File: src/core/shbi_pkg.sv
// shared constants and carrier types for the strobe host bus interface
package shbi_pkg;
  localparam int unsigned CLK_HZ = 25_000_000;
  localparam int unsigned BAUD_DEFAULT = 9600;
  localparam int unsigned OVERSAMPLE = 16;
  localparam int unsigned BAUD_DIV16 = CLK_HZ / (BAUD_DEFAULT * OVERSAMPLE);

  // register addresses; channel registers repeat with address bit 3 set
  localparam logic [3:0] A_MODE_A = 4'h0;
  localparam logic [3:0] A_STCMD_A = 4'h1;
  localparam logic [3:0] A_CT_START = 4'h2;
  localparam logic [3:0] A_DATA_A = 4'h3;
  localparam logic [3:0] A_GPCFG_A = 4'h4;
  localparam logic [3:0] A_IRQ = 4'h5;
  localparam logic [3:0] A_OP_SET = 4'h6;
  localparam logic [3:0] A_OP_CLR = 4'h7;
  localparam logic [3:0] A_MODE_B = 4'h8;
  localparam logic [3:0] A_STCMD_B = 4'h9;
  localparam logic [3:0] A_CT_STOP = 4'hA;
  localparam logic [3:0] A_DATA_B = 4'hB;
  localparam logic [3:0] A_GPCFG_B = 4'hC;
  localparam logic [3:0] A_OPCFG = 4'hD;
  localparam logic [3:0] A_GPIN_A = 4'hE;
  localparam logic [3:0] A_GPIN_B = 4'hF;

  // reset values
  localparam logic [7:0] MR1_RST = 8'h03;
  localparam logic [7:0] MR2_RST = 8'h00;
  localparam logic [7:0] REG_CLR = 8'h00;
  localparam logic [7:0] OP_PINS_RST = 8'hFF;
  localparam logic [15:0] CT_RST = 16'h0000;

  // field positions
  localparam int unsigned MR1_LEN_LSB = 0;
  localparam int unsigned MR2_LOOP_BIT = 7;
  localparam int unsigned CMD_RX_EN = 0;
  localparam int unsigned CMD_RX_DIS = 1;
  localparam int unsigned CMD_TX_EN = 2;
  localparam int unsigned CMD_TX_DIS = 3;
  localparam int unsigned CMD_MISC_LSB = 4;
  localparam logic [2:0] CMD_MRPTR_RST = 3'h1;
  localparam logic [2:0] CMD_ERR_RST = 3'h4;

  typedef struct packed {
    logic rx_en;
    logic tx_en;
    logic loop;
    logic [1:0] len;
  } shbi_chan_cfg_t;

  typedef struct packed {
    logic frame_err;
    logic overrun;
    logic tx_empty;
    logic tx_ready;
    logic rx_ready;
  } shbi_chan_sts_t;

  typedef enum logic [1:0] {
    SER_IDLE = 2'b00,
    SER_START = 2'b01,
    SER_DATA = 2'b11,
    SER_STOP = 2'b10
  } shbi_ser_state_t;
endpackage

File: src/core/shbi_chan.sv
// one serial channel: transmitter with holding register, receiver
`timescale 1ns/1ps
module shbi_chan
  import shbi_pkg::*;
(
  input wire logic clk,
  input wire logic nrst,
  input wire logic clr,
  input wire logic tick16,
  input wire shbi_chan_cfg_t cfg,
  input wire logic tx_load,
  input wire logic [7:0] tx_byte,
  input wire logic rx_take,
  input wire logic err_clr,
  input wire logic serial_in,
  output logic serial_out,
  output shbi_chan_sts_t sts,
  output logic [7:0] rx_byte
);
  shbi_ser_state_t tst_q, tst_d, rst_q, rst_d;
  logic [7:0] hold_q, hold_d, tsh_q, tsh_d, rsh_q, rsh_d, rdat_q, rdat_d;
  logic hold_full_q, hold_full_d, line_q, line_d, tx_line, rx_src;
  logic [3:0] tcnt_q, tcnt_d, rcnt_q, rcnt_d;
  logic [2:0] tbit_q, tbit_d, rbit_q, rbit_d, last_bit;
  logic rfull_q, rfull_d, ovr_q, ovr_d, fre_q, fre_d;

  always_comb begin
    last_bit = 3'(3'h4 + {1'b0, cfg.len});
    // serial_in and the transmitter idle high as mark, low is space
    tx_line = (tst_q == SER_START) ? 1'b0 :
              (tst_q == SER_DATA) ? tsh_q[0] : 1'b1;
    rx_src = cfg.loop ? tx_line : serial_in;
    tst_d = tst_q;
    hold_d = hold_q;
    hold_full_d = hold_full_q;
    tsh_d = tsh_q;
    tcnt_d = tcnt_q;
    tbit_d = tbit_q;
    case (tst_q)
      SER_IDLE: begin
        if (hold_full_q && cfg.tx_en) begin
          tsh_d = hold_q;
          hold_full_d = 1'b0;
          tcnt_d = 4'h0;
          tst_d = SER_START;
        end
      end
      SER_START: begin
        if (tick16) begin
          tcnt_d = tcnt_q + 4'h1;
          if (tcnt_q == 4'hF) begin
            tbit_d = 3'h0;
            tst_d = SER_DATA;
          end
        end
      end
      SER_DATA: begin
        if (tick16) begin
          tcnt_d = tcnt_q + 4'h1;
          if (tcnt_q == 4'hF) begin
            tsh_d = {1'b1, tsh_q[7:1]};
            tbit_d = tbit_q + 3'h1;
            if (tbit_q == last_bit) tst_d = SER_STOP;
          end
        end
      end
      SER_STOP: begin
        if (tick16) begin
          tcnt_d = tcnt_q + 4'h1;
          if (tcnt_q == 4'hF) tst_d = SER_IDLE;
        end
      end
      default: tst_d = SER_IDLE;
    endcase
    if (tx_load) begin
      hold_d = tx_byte;
      hold_full_d = 1'b1;
    end
    // mark while idle or looped back; disabling does not cut a frame under way short
    line_d = cfg.loop ? 1'b1 : tx_line;

    rst_d = rst_q;
    rsh_d = rsh_q;
    rcnt_d = rcnt_q;
    rbit_d = rbit_q;
    rdat_d = rdat_q;
    rfull_d = rx_take ? 1'b0 : rfull_q;
    ovr_d = err_clr ? 1'b0 : ovr_q;
    fre_d = err_clr ? 1'b0 : fre_q;
    case (rst_q)
      SER_IDLE: begin
        if (tick16 && cfg.rx_en && !rx_src) begin
          rcnt_d = 4'h0;
          rst_d = SER_START;
        end
      end
      SER_START: begin
        if (tick16) begin
          rcnt_d = rcnt_q + 4'h1;
          if (rcnt_q == 4'h7) begin
            // a start bit gone high at mid-bit is a false start
            rst_d = rx_src ? SER_IDLE : SER_DATA;
            rcnt_d = 4'h0;
            rbit_d = 3'h0;
          end
        end
      end
      SER_DATA: begin
        if (tick16) begin
          rcnt_d = rcnt_q + 4'h1;
          if (rcnt_q == 4'hF) begin
            rsh_d = {rx_src, rsh_q[7:1]};
            rbit_d = rbit_q + 3'h1;
            if (rbit_q == last_bit) rst_d = SER_STOP;
          end
        end
      end
      SER_STOP: begin
        if (tick16) begin
          rcnt_d = rcnt_q + 4'h1;
          if (rcnt_q == 4'hF) begin
            rdat_d = rsh_q >> (2'h3 - cfg.len);
            if (rfull_q && !rx_take) ovr_d = 1'b1;
            fre_d = fre_d | !rx_src;
            rfull_d = 1'b1;
            rst_d = SER_IDLE;
          end
        end
      end
      default: rst_d = SER_IDLE;
    endcase
    if (clr) begin
      tst_d = SER_IDLE;
      rst_d = SER_IDLE;
      hold_full_d = 1'b0;
      rfull_d = 1'b0;
      ovr_d = 1'b0;
      fre_d = 1'b0;
      line_d = 1'b1;
    end
  end

  always_ff @(posedge clk or negedge nrst) begin
    if (!nrst) begin
      tst_q <= SER_IDLE;
      rst_q <= SER_IDLE;
      hold_q <= 8'h00;
      tsh_q <= 8'h00;
      rsh_q <= 8'h00;
      rdat_q <= 8'h00;
      hold_full_q <= 1'b0;
      line_q <= 1'b1;
      tcnt_q <= 4'h0;
      rcnt_q <= 4'h0;
      tbit_q <= 3'h0;
      rbit_q <= 3'h0;
      rfull_q <= 1'b0;
      ovr_q <= 1'b0;
      fre_q <= 1'b0;
    end else begin
      tst_q <= tst_d;
      rst_q <= rst_d;
      hold_q <= hold_d;
      tsh_q <= tsh_d;
      rsh_q <= rsh_d;
      rdat_q <= rdat_d;
      hold_full_q <= hold_full_d;
      line_q <= line_d;
      tcnt_q <= tcnt_d;
      rcnt_q <= rcnt_d;
      tbit_q <= tbit_d;
      rbit_q <= rbit_d;
      rfull_q <= rfull_d;
      ovr_q <= ovr_d;
      fre_q <= fre_d;
    end
  end

  always_comb begin
    serial_out = line_q;
    rx_byte = rdat_q;
    sts.frame_err = fre_q;
    sts.overrun = ovr_q;
    sts.tx_empty = (tst_q == SER_IDLE) && !hold_full_q;
    sts.tx_ready = !hold_full_q && cfg.tx_en;
    sts.rx_ready = rfull_q;
  end
endmodule

File: src/core/shbi_top.sv
// strobe-style host bus port with two serial channels and pin logic
// What this block does
// - bus-style select high picks separate read/write strobes and chip select
// - eight-bit bidirectional data bus, bit 0 least significant
// - act only while chip select low; else data lines not driven
// - write loads addressed register, captured on write strobe rising edge
// - read drives addressed register, read begins at read strobe fall
// - four address inputs select the register or port accessed
// - reset high clears status, irq mask/status, out port registers
// - reset drives all out port bits high and stops the timer
// - reset idles both channels with serial outputs at mark
// - reset points mode register access at the first mode register
// - open-drain irq request pulled low while any masked condition true
// - receivers take data lsb first, high mark, low space
// - transmitters send data lsb first, high mark, low space
// - serial output held at mark when idle or looped back; a frame under way still finishes after disable
// - config register sets direction of each gp pin; each pin's function is fixed
// - every gp pin has change detection and input always active
`timescale 1ns/1ps
module shbi_top
  import shbi_pkg::*;
#(
  parameter int unsigned BAUD_DIV = BAUD_DIV16
)(
  input wire logic clk,
  input wire logic nrst,
  input wire logic reset_level,
  input wire logic bus_style_sel,
  input wire logic chip_select_n,
  input wire logic read_strobe_n,
  input wire logic write_strobe_n,
  input wire logic [3:0] address,
  input wire logic [7:0] data_bus_sample,
  output logic [7:0] data_bus_drive,
  output logic data_bus_oe,
  output logic irq_request_n_drive,
  output logic irq_request_n_oe,
  input wire logic chan_a_serial_in,
  input wire logic chan_b_serial_in,
  output logic chan_a_serial_out,
  output logic chan_b_serial_out,
  input wire logic [7:0] gp_a_sample,
  output logic [7:0] gp_a_drive,
  output logic [7:0] gp_a_oe,
  input wire logic [7:0] gp_b_sample,
  output logic [7:0] gp_b_drive,
  output logic [7:0] gp_b_oe,
  output logic [7:0] out_port_bits
);
  if (BAUD_DIV < 1 || BAUD_DIV > 65535) begin : g_chk
    $error("BAUD_DIV must lie in 1..65535");
  end

  logic [15:0] div_q, div_d;
  logic tick16;
  always_comb begin
    tick16 = (div_q == 16'(BAUD_DIV - 1));
    div_d = tick16 ? 16'h0000 : div_q + 16'h0001;
  end

  // bus front end
  logic sel, rd_n_q, rd_n_d, wr_act_q, wr_act_d, rd_fall, wr_rise;
  logic [3:0] wadr_q, wadr_d;
  logic [7:0] wdat_q, wdat_d;
  always_comb begin
    sel = bus_style_sel && !chip_select_n;
    rd_n_d = read_strobe_n || !sel;
    rd_fall = sel && !read_strobe_n && rd_n_q;
    wr_act_d = sel && !write_strobe_n && read_strobe_n;
    wadr_d = wr_act_d ? address : wadr_q;
    wdat_d = wr_act_d ? data_bus_sample : wdat_q;
    wr_rise = wr_act_q && write_strobe_n;
    data_bus_oe = sel && !read_strobe_n;
  end

  // register state
  logic [7:0] mr1_q [2], mr1_d [2], mr2_q [2], mr2_d [2];
  logic [7:0] gpcfg_q [2], gpcfg_d [2], cos_q [2], cos_d [2];
  logic [7:0] gprev_q [2], gprev_d [2], gpdrv_q [2], gpdrv_d [2];
  logic mrptr_q [2], mrptr_d [2], rxen_q [2], rxen_d [2];
  logic txen_q [2], txen_d [2];
  logic [7:0] imr_q, imr_d, opr_q, opr_d, out_port_config_reg_q, out_port_config_reg_d;
  logic [7:0] rdat_q, rdat_d, op_q, op_d, irq_status_reg;
  logic [15:0] ct_q, ct_d;
  logic ct_run_q, ct_run_d, ct_flag_q, ct_flag_d;
  logic [7:0] gp_sample [2], rx_byte [2], sr [2];
  logic tx_load [2], rx_take [2], err_clr [2], ser_in [2], ser_out [2];
  shbi_chan_cfg_t cfg [2];
  shbi_chan_sts_t sts [2];
  logic c;

  always_comb begin
    gp_sample[0] = gp_a_sample;
    gp_sample[1] = gp_b_sample;
    ser_in[0] = chan_a_serial_in;
    ser_in[1] = chan_b_serial_in;
    for (int i = 0; i < 2; i++) begin
      cfg[i].rx_en = rxen_q[i];
      cfg[i].tx_en = txen_q[i];
      cfg[i].loop = mr2_q[i][MR2_LOOP_BIT];
      cfg[i].len = mr1_q[i][MR1_LEN_LSB +: 2];
      sr[i] = {1'b0, sts[i].frame_err, 1'b0, sts[i].overrun,
               sts[i].tx_empty, sts[i].tx_ready, 1'b0, sts[i].rx_ready};
    end
    irq_status_reg = {1'b0, |cos_q[1], sts[1].rx_ready, sts[1].tx_ready,
           ct_flag_q, |cos_q[0], sts[0].rx_ready, sts[0].tx_ready};
  end

  for (genvar g = 0; g < 2; g++) begin : g_ch
    shbi_chan u_chan (
      .clk(clk),
      .nrst(nrst),
      .clr(reset_level),
      .tick16(tick16),
      .cfg(cfg[g]),
      .tx_load(tx_load[g]),
      .tx_byte(wdat_q),
      .rx_take(rx_take[g]),
      .err_clr(err_clr[g]),
      .serial_in(ser_in[g]),
      .serial_out(ser_out[g]),
      .sts(sts[g]),
      .rx_byte(rx_byte[g])
    );
  end

  always_comb begin
    mr1_d = mr1_q;
    mr2_d = mr2_q;
    mrptr_d = mrptr_q;
    rxen_d = rxen_q;
    txen_d = txen_q;
    gpcfg_d = gpcfg_q;
    gprev_d = gp_sample;
    imr_d = imr_q;
    opr_d = opr_q;
    out_port_config_reg_d = out_port_config_reg_q;
    rdat_d = rdat_q;
    ct_run_d = ct_run_q;
    ct_d = ct_q;
    ct_flag_d = ct_flag_q;
    for (int i = 0; i < 2; i++) begin
      tx_load[i] = 1'b0;
      rx_take[i] = 1'b0;
      err_clr[i] = 1'b0;
      cos_d[i] = cos_q[i];
    end
    c = 1'b0;
    if (ct_run_q && tick16) begin
      ct_d = ct_q - 16'h0001;
    end
    if (wr_rise) begin
      c = wadr_q[3];
      case (wadr_q)
        A_MODE_A, A_MODE_B: begin
          if (mrptr_q[c]) mr2_d[c] = wdat_q;
          else mr1_d[c] = wdat_q;
          mrptr_d[c] = 1'b1;
        end
        A_STCMD_A, A_STCMD_B: begin
          if (wdat_q[CMD_RX_EN]) rxen_d[c] = 1'b1;
          if (wdat_q[CMD_RX_DIS]) rxen_d[c] = 1'b0;
          if (wdat_q[CMD_TX_EN]) txen_d[c] = 1'b1;
          if (wdat_q[CMD_TX_DIS]) txen_d[c] = 1'b0;
          if (wdat_q[CMD_MISC_LSB +: 3] == CMD_MRPTR_RST)
            mrptr_d[c] = 1'b0;
          err_clr[c] = (wdat_q[CMD_MISC_LSB +: 3] == CMD_ERR_RST);
        end
        A_DATA_A, A_DATA_B: tx_load[c] = sts[c].tx_ready;
        A_GPCFG_A, A_GPCFG_B: gpcfg_d[c] = wdat_q;
        A_CT_START: begin
          ct_d = {wdat_q, 8'h00};
          ct_run_d = 1'b1;
        end
        A_CT_STOP: begin
          ct_run_d = 1'b0;
          ct_flag_d = 1'b0;
        end
        A_IRQ: imr_d = wdat_q;
        A_OP_SET: opr_d = opr_q | wdat_q;
        A_OP_CLR: opr_d = opr_q & ~wdat_q;
        A_OPCFG: out_port_config_reg_d = wdat_q;
        default: c = 1'b0;
      endcase
    end
    if (rd_fall) begin
      c = address[3];
      case (address)
        A_MODE_A, A_MODE_B: begin
          rdat_d = mrptr_q[c] ? mr2_q[c] : mr1_q[c];
          mrptr_d[c] = 1'b1;
        end
        A_STCMD_A, A_STCMD_B: rdat_d = sr[c];
        A_DATA_A, A_DATA_B: begin
          rdat_d = rx_byte[c];
          rx_take[c] = 1'b1;
        end
        A_GPCFG_A, A_GPCFG_B: rdat_d = gpcfg_q[c];
        A_CT_START: rdat_d = ct_q[15:8];
        A_CT_STOP: rdat_d = ct_q[7:0];
        A_IRQ: rdat_d = irq_status_reg;
        A_OP_SET, A_OP_CLR: rdat_d = opr_q;
        A_OPCFG: rdat_d = out_port_config_reg_q;
        A_GPIN_A, A_GPIN_B: begin
          rdat_d = gp_sample[address[0]];
          cos_d[address[0]] = 8'h00;
        end
        default: rdat_d = 8'h00;
      endcase
    end
    // a change in the same cycle as the clearing read is kept
    for (int i = 0; i < 2; i++) begin
      cos_d[i] = cos_d[i] | (gp_sample[i] ^ gprev_q[i]);
    end
    // a wrap in the cycle of a stop write still raises the flag
    if (ct_run_q && tick16 && ct_q == 16'h0000) ct_flag_d = 1'b1;
    if (reset_level) begin
      for (int i = 0; i < 2; i++) begin
        rxen_d[i] = 1'b0;
        txen_d[i] = 1'b0;
        mrptr_d[i] = 1'b0;
        cos_d[i] = REG_CLR;
        err_clr[i] = 1'b1;
        tx_load[i] = 1'b0;
      end
      imr_d = REG_CLR;
      opr_d = REG_CLR;
      out_port_config_reg_d = REG_CLR;
      ct_run_d = 1'b0;
      ct_flag_d = 1'b0;
    end
  end

  // pin drivers, registered
  always_comb begin
    for (int i = 0; i < 2; i++) begin
      // pin0 request-to-send, pin1 16x clock, pin2/3 irq levels
      gpdrv_d[i] = {~opr_q[7:4], ~sts[i].tx_ready, ~sts[i].rx_ready,
                    tick16, ~opr_q[i]};
    end
    for (int j = 0; j < 8; j++) begin
      op_d[j] = out_port_config_reg_q[j] ? ~irq_status_reg[j] : ~opr_q[j];
    end
    // pins go high at the reset edge itself, not one cycle later
    if (reset_level) op_d = OP_PINS_RST;
  end

  always_ff @(posedge clk or negedge nrst) begin
    if (!nrst) begin
      div_q <= 16'h0000;
      rd_n_q <= 1'b1;
      wr_act_q <= 1'b0;
      wadr_q <= 4'h0;
      wdat_q <= 8'h00;
      for (int i = 0; i < 2; i++) begin
        mr1_q[i] <= MR1_RST;
        mr2_q[i] <= MR2_RST;
        mrptr_q[i] <= 1'b0;
        rxen_q[i] <= 1'b0;
        txen_q[i] <= 1'b0;
        gpcfg_q[i] <= REG_CLR;
        cos_q[i] <= REG_CLR;
        gprev_q[i] <= REG_CLR;
        gpdrv_q[i] <= OP_PINS_RST;
      end
      imr_q <= REG_CLR;
      opr_q <= REG_CLR;
      out_port_config_reg_q <= REG_CLR;
      rdat_q <= 8'h00;
      op_q <= OP_PINS_RST;
      ct_q <= CT_RST;
      ct_run_q <= 1'b0;
      ct_flag_q <= 1'b0;
    end else begin
      div_q <= div_d;
      rd_n_q <= rd_n_d;
      wr_act_q <= wr_act_d;
      wadr_q <= wadr_d;
      wdat_q <= wdat_d;
      mr1_q <= mr1_d;
      mr2_q <= mr2_d;
      mrptr_q <= mrptr_d;
      rxen_q <= rxen_d;
      txen_q <= txen_d;
      gpcfg_q <= gpcfg_d;
      cos_q <= cos_d;
      gprev_q <= gprev_d;
      gpdrv_q <= gpdrv_d;
      imr_q <= imr_d;
      opr_q <= opr_d;
      out_port_config_reg_q <= out_port_config_reg_d;
      rdat_q <= rdat_d;
      op_q <= op_d;
      ct_q <= ct_d;
      ct_run_q <= ct_run_d;
      ct_flag_q <= ct_flag_d;
    end
  end

  always_comb begin
    data_bus_drive = rdat_q;
    irq_request_n_drive = 1'b0;
    irq_request_n_oe = |(irq_status_reg & imr_q);
    chan_a_serial_out = ser_out[0];
    chan_b_serial_out = ser_out[1];
    gp_a_drive = gpdrv_q[0];
    gp_b_drive = gpdrv_q[1];
    gp_a_oe = gpcfg_q[0];
    gp_b_oe = gpcfg_q[1];
    out_port_bits = op_q;
  end
endmodule

File: config.mk
export PLATFORM = sky130hd
export DESIGN_NAME = shbi_top
export DESIGN_NICKNAME = d
export VERILOG_FILES = /design/src/core/shbi_pkg.sv /design/src/core/shbi_chan.sv /design/src/core/shbi_top.sv
export SDC_FILE = /design/constraint.sdc
export NUM_CORES = 1
export LEC_CHECK = 0
export BUFFER_PORTS_ARGS = -buffer_cell sky130_fd_sc_hd__buf_4
export CAP_MARGIN = 20
export CORE_MARGIN = 10
export CORE_UTILIZATION = 45
export CTS_CLUSTER_DIAMETER = 80
export CTS_CLUSTER_SIZE = 25
export DETAILED_ROUTE_END_ITERATION = 10
export HOLD_SLACK_MARGIN = 0.02
export PLACE_DENSITY = 0.71
export SYNTH_ARGS = -nofsm -noshare
export SYNTH_HDL_FRONTEND = slang
export SYNTH_SLANG_ARGS = --single-unit
File: constraint.sdc
create_clock -name clk -period 2.5 [get_ports clk]
set_input_delay 0.375 -clock clk [delete_from_list [all_inputs] [get_ports clk]]
set_output_delay 0.375 -clock clk [all_outputs]
set_load 0.05 [all_outputs]
==> reports/metrics.csv <==
stage;metric;value;unit
route;number of remaining DRC errors;0;
power_and_ir_drop;worst vdd ir;0.3784;mV
critical_path;CP startpoint kind;flip-flop;
synthesis;Ys Warns;0;
synthesis;top cells by area, synth;dfrtp_1, mux2_2, dfstp_2;
clock_network;CTS buffer count;17;
synthesis;unique cell type count in the Yosys netlist;76;
cells_and_area;commonest non-fill, non-tap cell in the layout;dfrtp_1;
route;Post-Route WL;37.74;mm
synthesis;EDFF count, synth;0;
global_route;initial antenna violation count;1;
synthesis;post-synth top area share;47.91;%
clock_network;clock buffer depth;3;
critical_path;Setup Crit Path Kind;flip-flop to output port;
critical_path;worst setup path endpoint;irq_request_n_oe;
die;Core ar.;0.03067;mm²
cells_and_area;final core area utilization;51.90;%
critical_path;worst reg2reg path startpoint;div_q[0]$_DFF_PN0_;
route;first drt pass iteration count;5;
sta;setup tns final;0;ps
clock_network;Root Buffer;clkbuf_16;
critical_path;CP arrival;2040;ps
cells_and_area;Sequential Area;0.007390;mm²
synthesis;Syn Area/Cell;10.83;µm²
critical_path;R2R depth;7;
sta;count of final setup violators;0;
status;status;finished, final reports clean;
synthesis;Synth Net Count;1342;
synthesis;ys async rst share;100.0;%
cells_and_area;FILL cells;2697;
cells_and_area;most frequent cells in the layout;dfrtp_1, nand2_1, buf_4;
global_route;global route total overflow;0;
sta;Fin Clk Skew;21.82;ps
global_route;vias in the first global route;10111;
critical_path;R2R setup slack;190;ps
place;Final Wtd Congestion;0.9723;
hold_path;HP Class;input pin to flip-flop;
clock_network;clk_lat worst skew;510;ps
synthesis;Yosys reg bits;294;
route;Vias/cell;5.774;
die;Die ar.;0.03856;mm²
synthesis;Seq/Total Area, Yosys;52.79;%
cells_and_area;layout cell share with drive strength beyond 1;22.57;%
sta;RSZ-0062 raised after global routing;no;
clock_network;TritonCTS clock tree;built;
route;Iter 0 DRT Violations;1013;
global_route;first-pass GRT wire length;59.71;mm
place;port bufs;88;
critical_path;critical path required time;2120;ps
cells_and_area;Layout Nets;1431;
die;Die X;196.4;µm
synthesis;Synth Cell Area;0.01400;mm²
critical_path;r2r endpoint;g_ch[0].u_chan.rsh_q[4]$_DFFE_PN0P_;
cells_and_area;Multi-input gate area;0.006182;mm²
sta;Final Hold Viols;0;
die;FP Rows;64;
route;post-detailed-route count of antenna-violating nets;0;
route;vias;10324;
critical_path;CP endpoint kind;output port;
global_route;GRT Total Usage;19.15;%
clock_network;Clock transition at path regs;90;ps
power_and_ir_drop;leakage;7.112;nW
place;HPWL after detailed placement;26.91;mm
power_and_ir_drop;power density over the cells;641.6;mW/mm²
cells_and_area;Layout area overhead;13.71;%
sta;max-slew violation count;0;
sta;Rel. slew slack;34.55;%
route;per-cell routed wire length;21.10;µm
sta;pin slew with the least headroom to its limit;968.6;ps
die;Die Ht;196.4;µm
sta;highest clock rate;414.0;MHz
synthesis;top cell type by total area after synthesis;dfrtp_1;
sta;fin crit share;96.62;%
sta;min Tclk post-route;2416;ps
die;initial core utilization;45.64;%
critical_path;Crit. Startpoint;cos_q[0]$_DFF_PN0_;
clock_network;Sinks on Clock Net;294;
global_route;largest net degree at the start of global routing;60;
die;Ports;90;
critical_path;Critical Path Fanout Max;2;
synthesis;Syn Inst Count;1293;
synthesis;top_reg_cell synth;dfrtp_1;
job;total of max-cap violations;0;
clock_network;H-tree level count;1;
-- flip-flops by register name, summed over array words and instances (netlist names), 10 cells and up --
register	flops
g_ch.u_chan.tsh_q	16
div_q	16
gprev_q	16
cos_q	16
g_ch.u_chan.rsh_q	16
mr2_q	14
mr1_q	12
ct_q	16
g_ch.u_chan.rx_byte	16
g_ch.u_chan.hold_q	16
cfg	10
-- routing by layer --
metal	vias to the layer above	global-route usage, %	part of all wire (%)
met5	-	0	0
met4	0	4.638	2.2
met3	55	2.834	6.2
met2	295	31.45	48
met1	5154	26.16	44
li1	4820	-	-
-- cells in the mapped netlist, types with 8 or more instances --
cell type and count:
nor4_1 12, nor2_1 74, a22o_1 25, dfrtp_1 268, clkbuf_1 52, a22oi_1 11
dfstp_2 26, nand3_1 44, nand4_1 14, inv_1 26, buf_2 11, nand2_1 135
a31oi_1 11, nor2b_1 14, and3_1 10, o21ai_0 80, xnor2_1 27, mux2_2 104
nor3b_1 8, nor3_1 21, nand2b_1 14, mux2i_1 61, nor4bb_1 8, a211oi_1 16
xor2_1 28, buf_1 10, ha_1 12, a21oi_1 55
-- through the flow --
| step | hold WS, ps | total power, mW | instance area [µm²] | cells | setup slack, ps |
|---|---|---|---|---|---|
| CTS | 82.62 | 10.28 | 15890 | 1785 | 9.920 |
| global route | 82.96 | 10.63 | 15920 | 1788 | 45.60 |
| finish | 99.32 | 10.21 | 15920 | 1788 | 84.38 |
| global placement | 322.3 | 7.248 | 15190 | 1740 | 115.4 |
| detailed placement | 329.8 | 7.280 | 15190 | 1740 | 49.62 |
| floorplan | 79.41 | 6.519 | 14000 | 1293 | 509.2 |
-- worst max-delay path, stage by stage (launching register included) --
cell	delay, ps
dfrtp_1	400
nor4_2	380
nand2_1	180
a221o_1	380
buf_4	190
-- layout make-up --
cell class,count,share of cell area [%]
flip-flops and latches,294,46.42
clock buffers,23,2.814
clock inverters,5,0.4323
well taps,396,3.113
inverters,27,0.6445
repair buffers,152,7.719
multi-input cells,890,38.84
diodes,1,0.01572
-- worst min-delay path by stage --
stage,start,end,cells after the start
after detailed placement,nrst,g_ch[1].u_chan.tcnt_q[3]$_DFFE_PN0P_,1
after global placement,nrst,g_ch[1].u_chan.tcnt_q[1]$_DFFE_PN0P_,1
after floorplan,nrst,cfg[2]$_DFFE_PN0P_,0
after global routing,data_bus_sample[6],wdat_q[6]$_DFFE_PN0P_,2
after CTS,data_bus_sample[6],wdat_q[6]$_DFFE_PN0P_,2
final,data_bus_sample[1],wdat_q[1]$_DFFE_PN0P_,2
-- logic make-up (layout without fill, tap and decap cells) --
group | count (synthesis) | after routing | share of synthesized area [%]
buf+inv | 109 | 207 | 3.271
xor+xnor | 55 | 55 | 3.441
mux | 166 | 166 | 12.89
other cells | 1 | 2 | 0.02679
compound gates | 260 | 260 | 12.01
fa+ha+maj | 12 | 12 | 1.073
flops | 294 | 294 | 52.79
simple gates | 396 | 396 | 14.50
-- timing repair --
item                                    in CTS  in global routing
gates resized for setup                      1                  3
hold buffers                                17                  0
pin swaps                                    0                  1
buffers inserted                             0                  2
endpoints found under the setup margin       1                 22
endpoints found under the hold margin       58                  0
gates cloned                                 0                  0
-- power by group --
part / internal, mW / switching [mW]
sequential: 5.08 / 0.539
clock: 1.33 / 1.66
combinational: 0.621 / 0.984
Power figures use the tool's default switching activity.
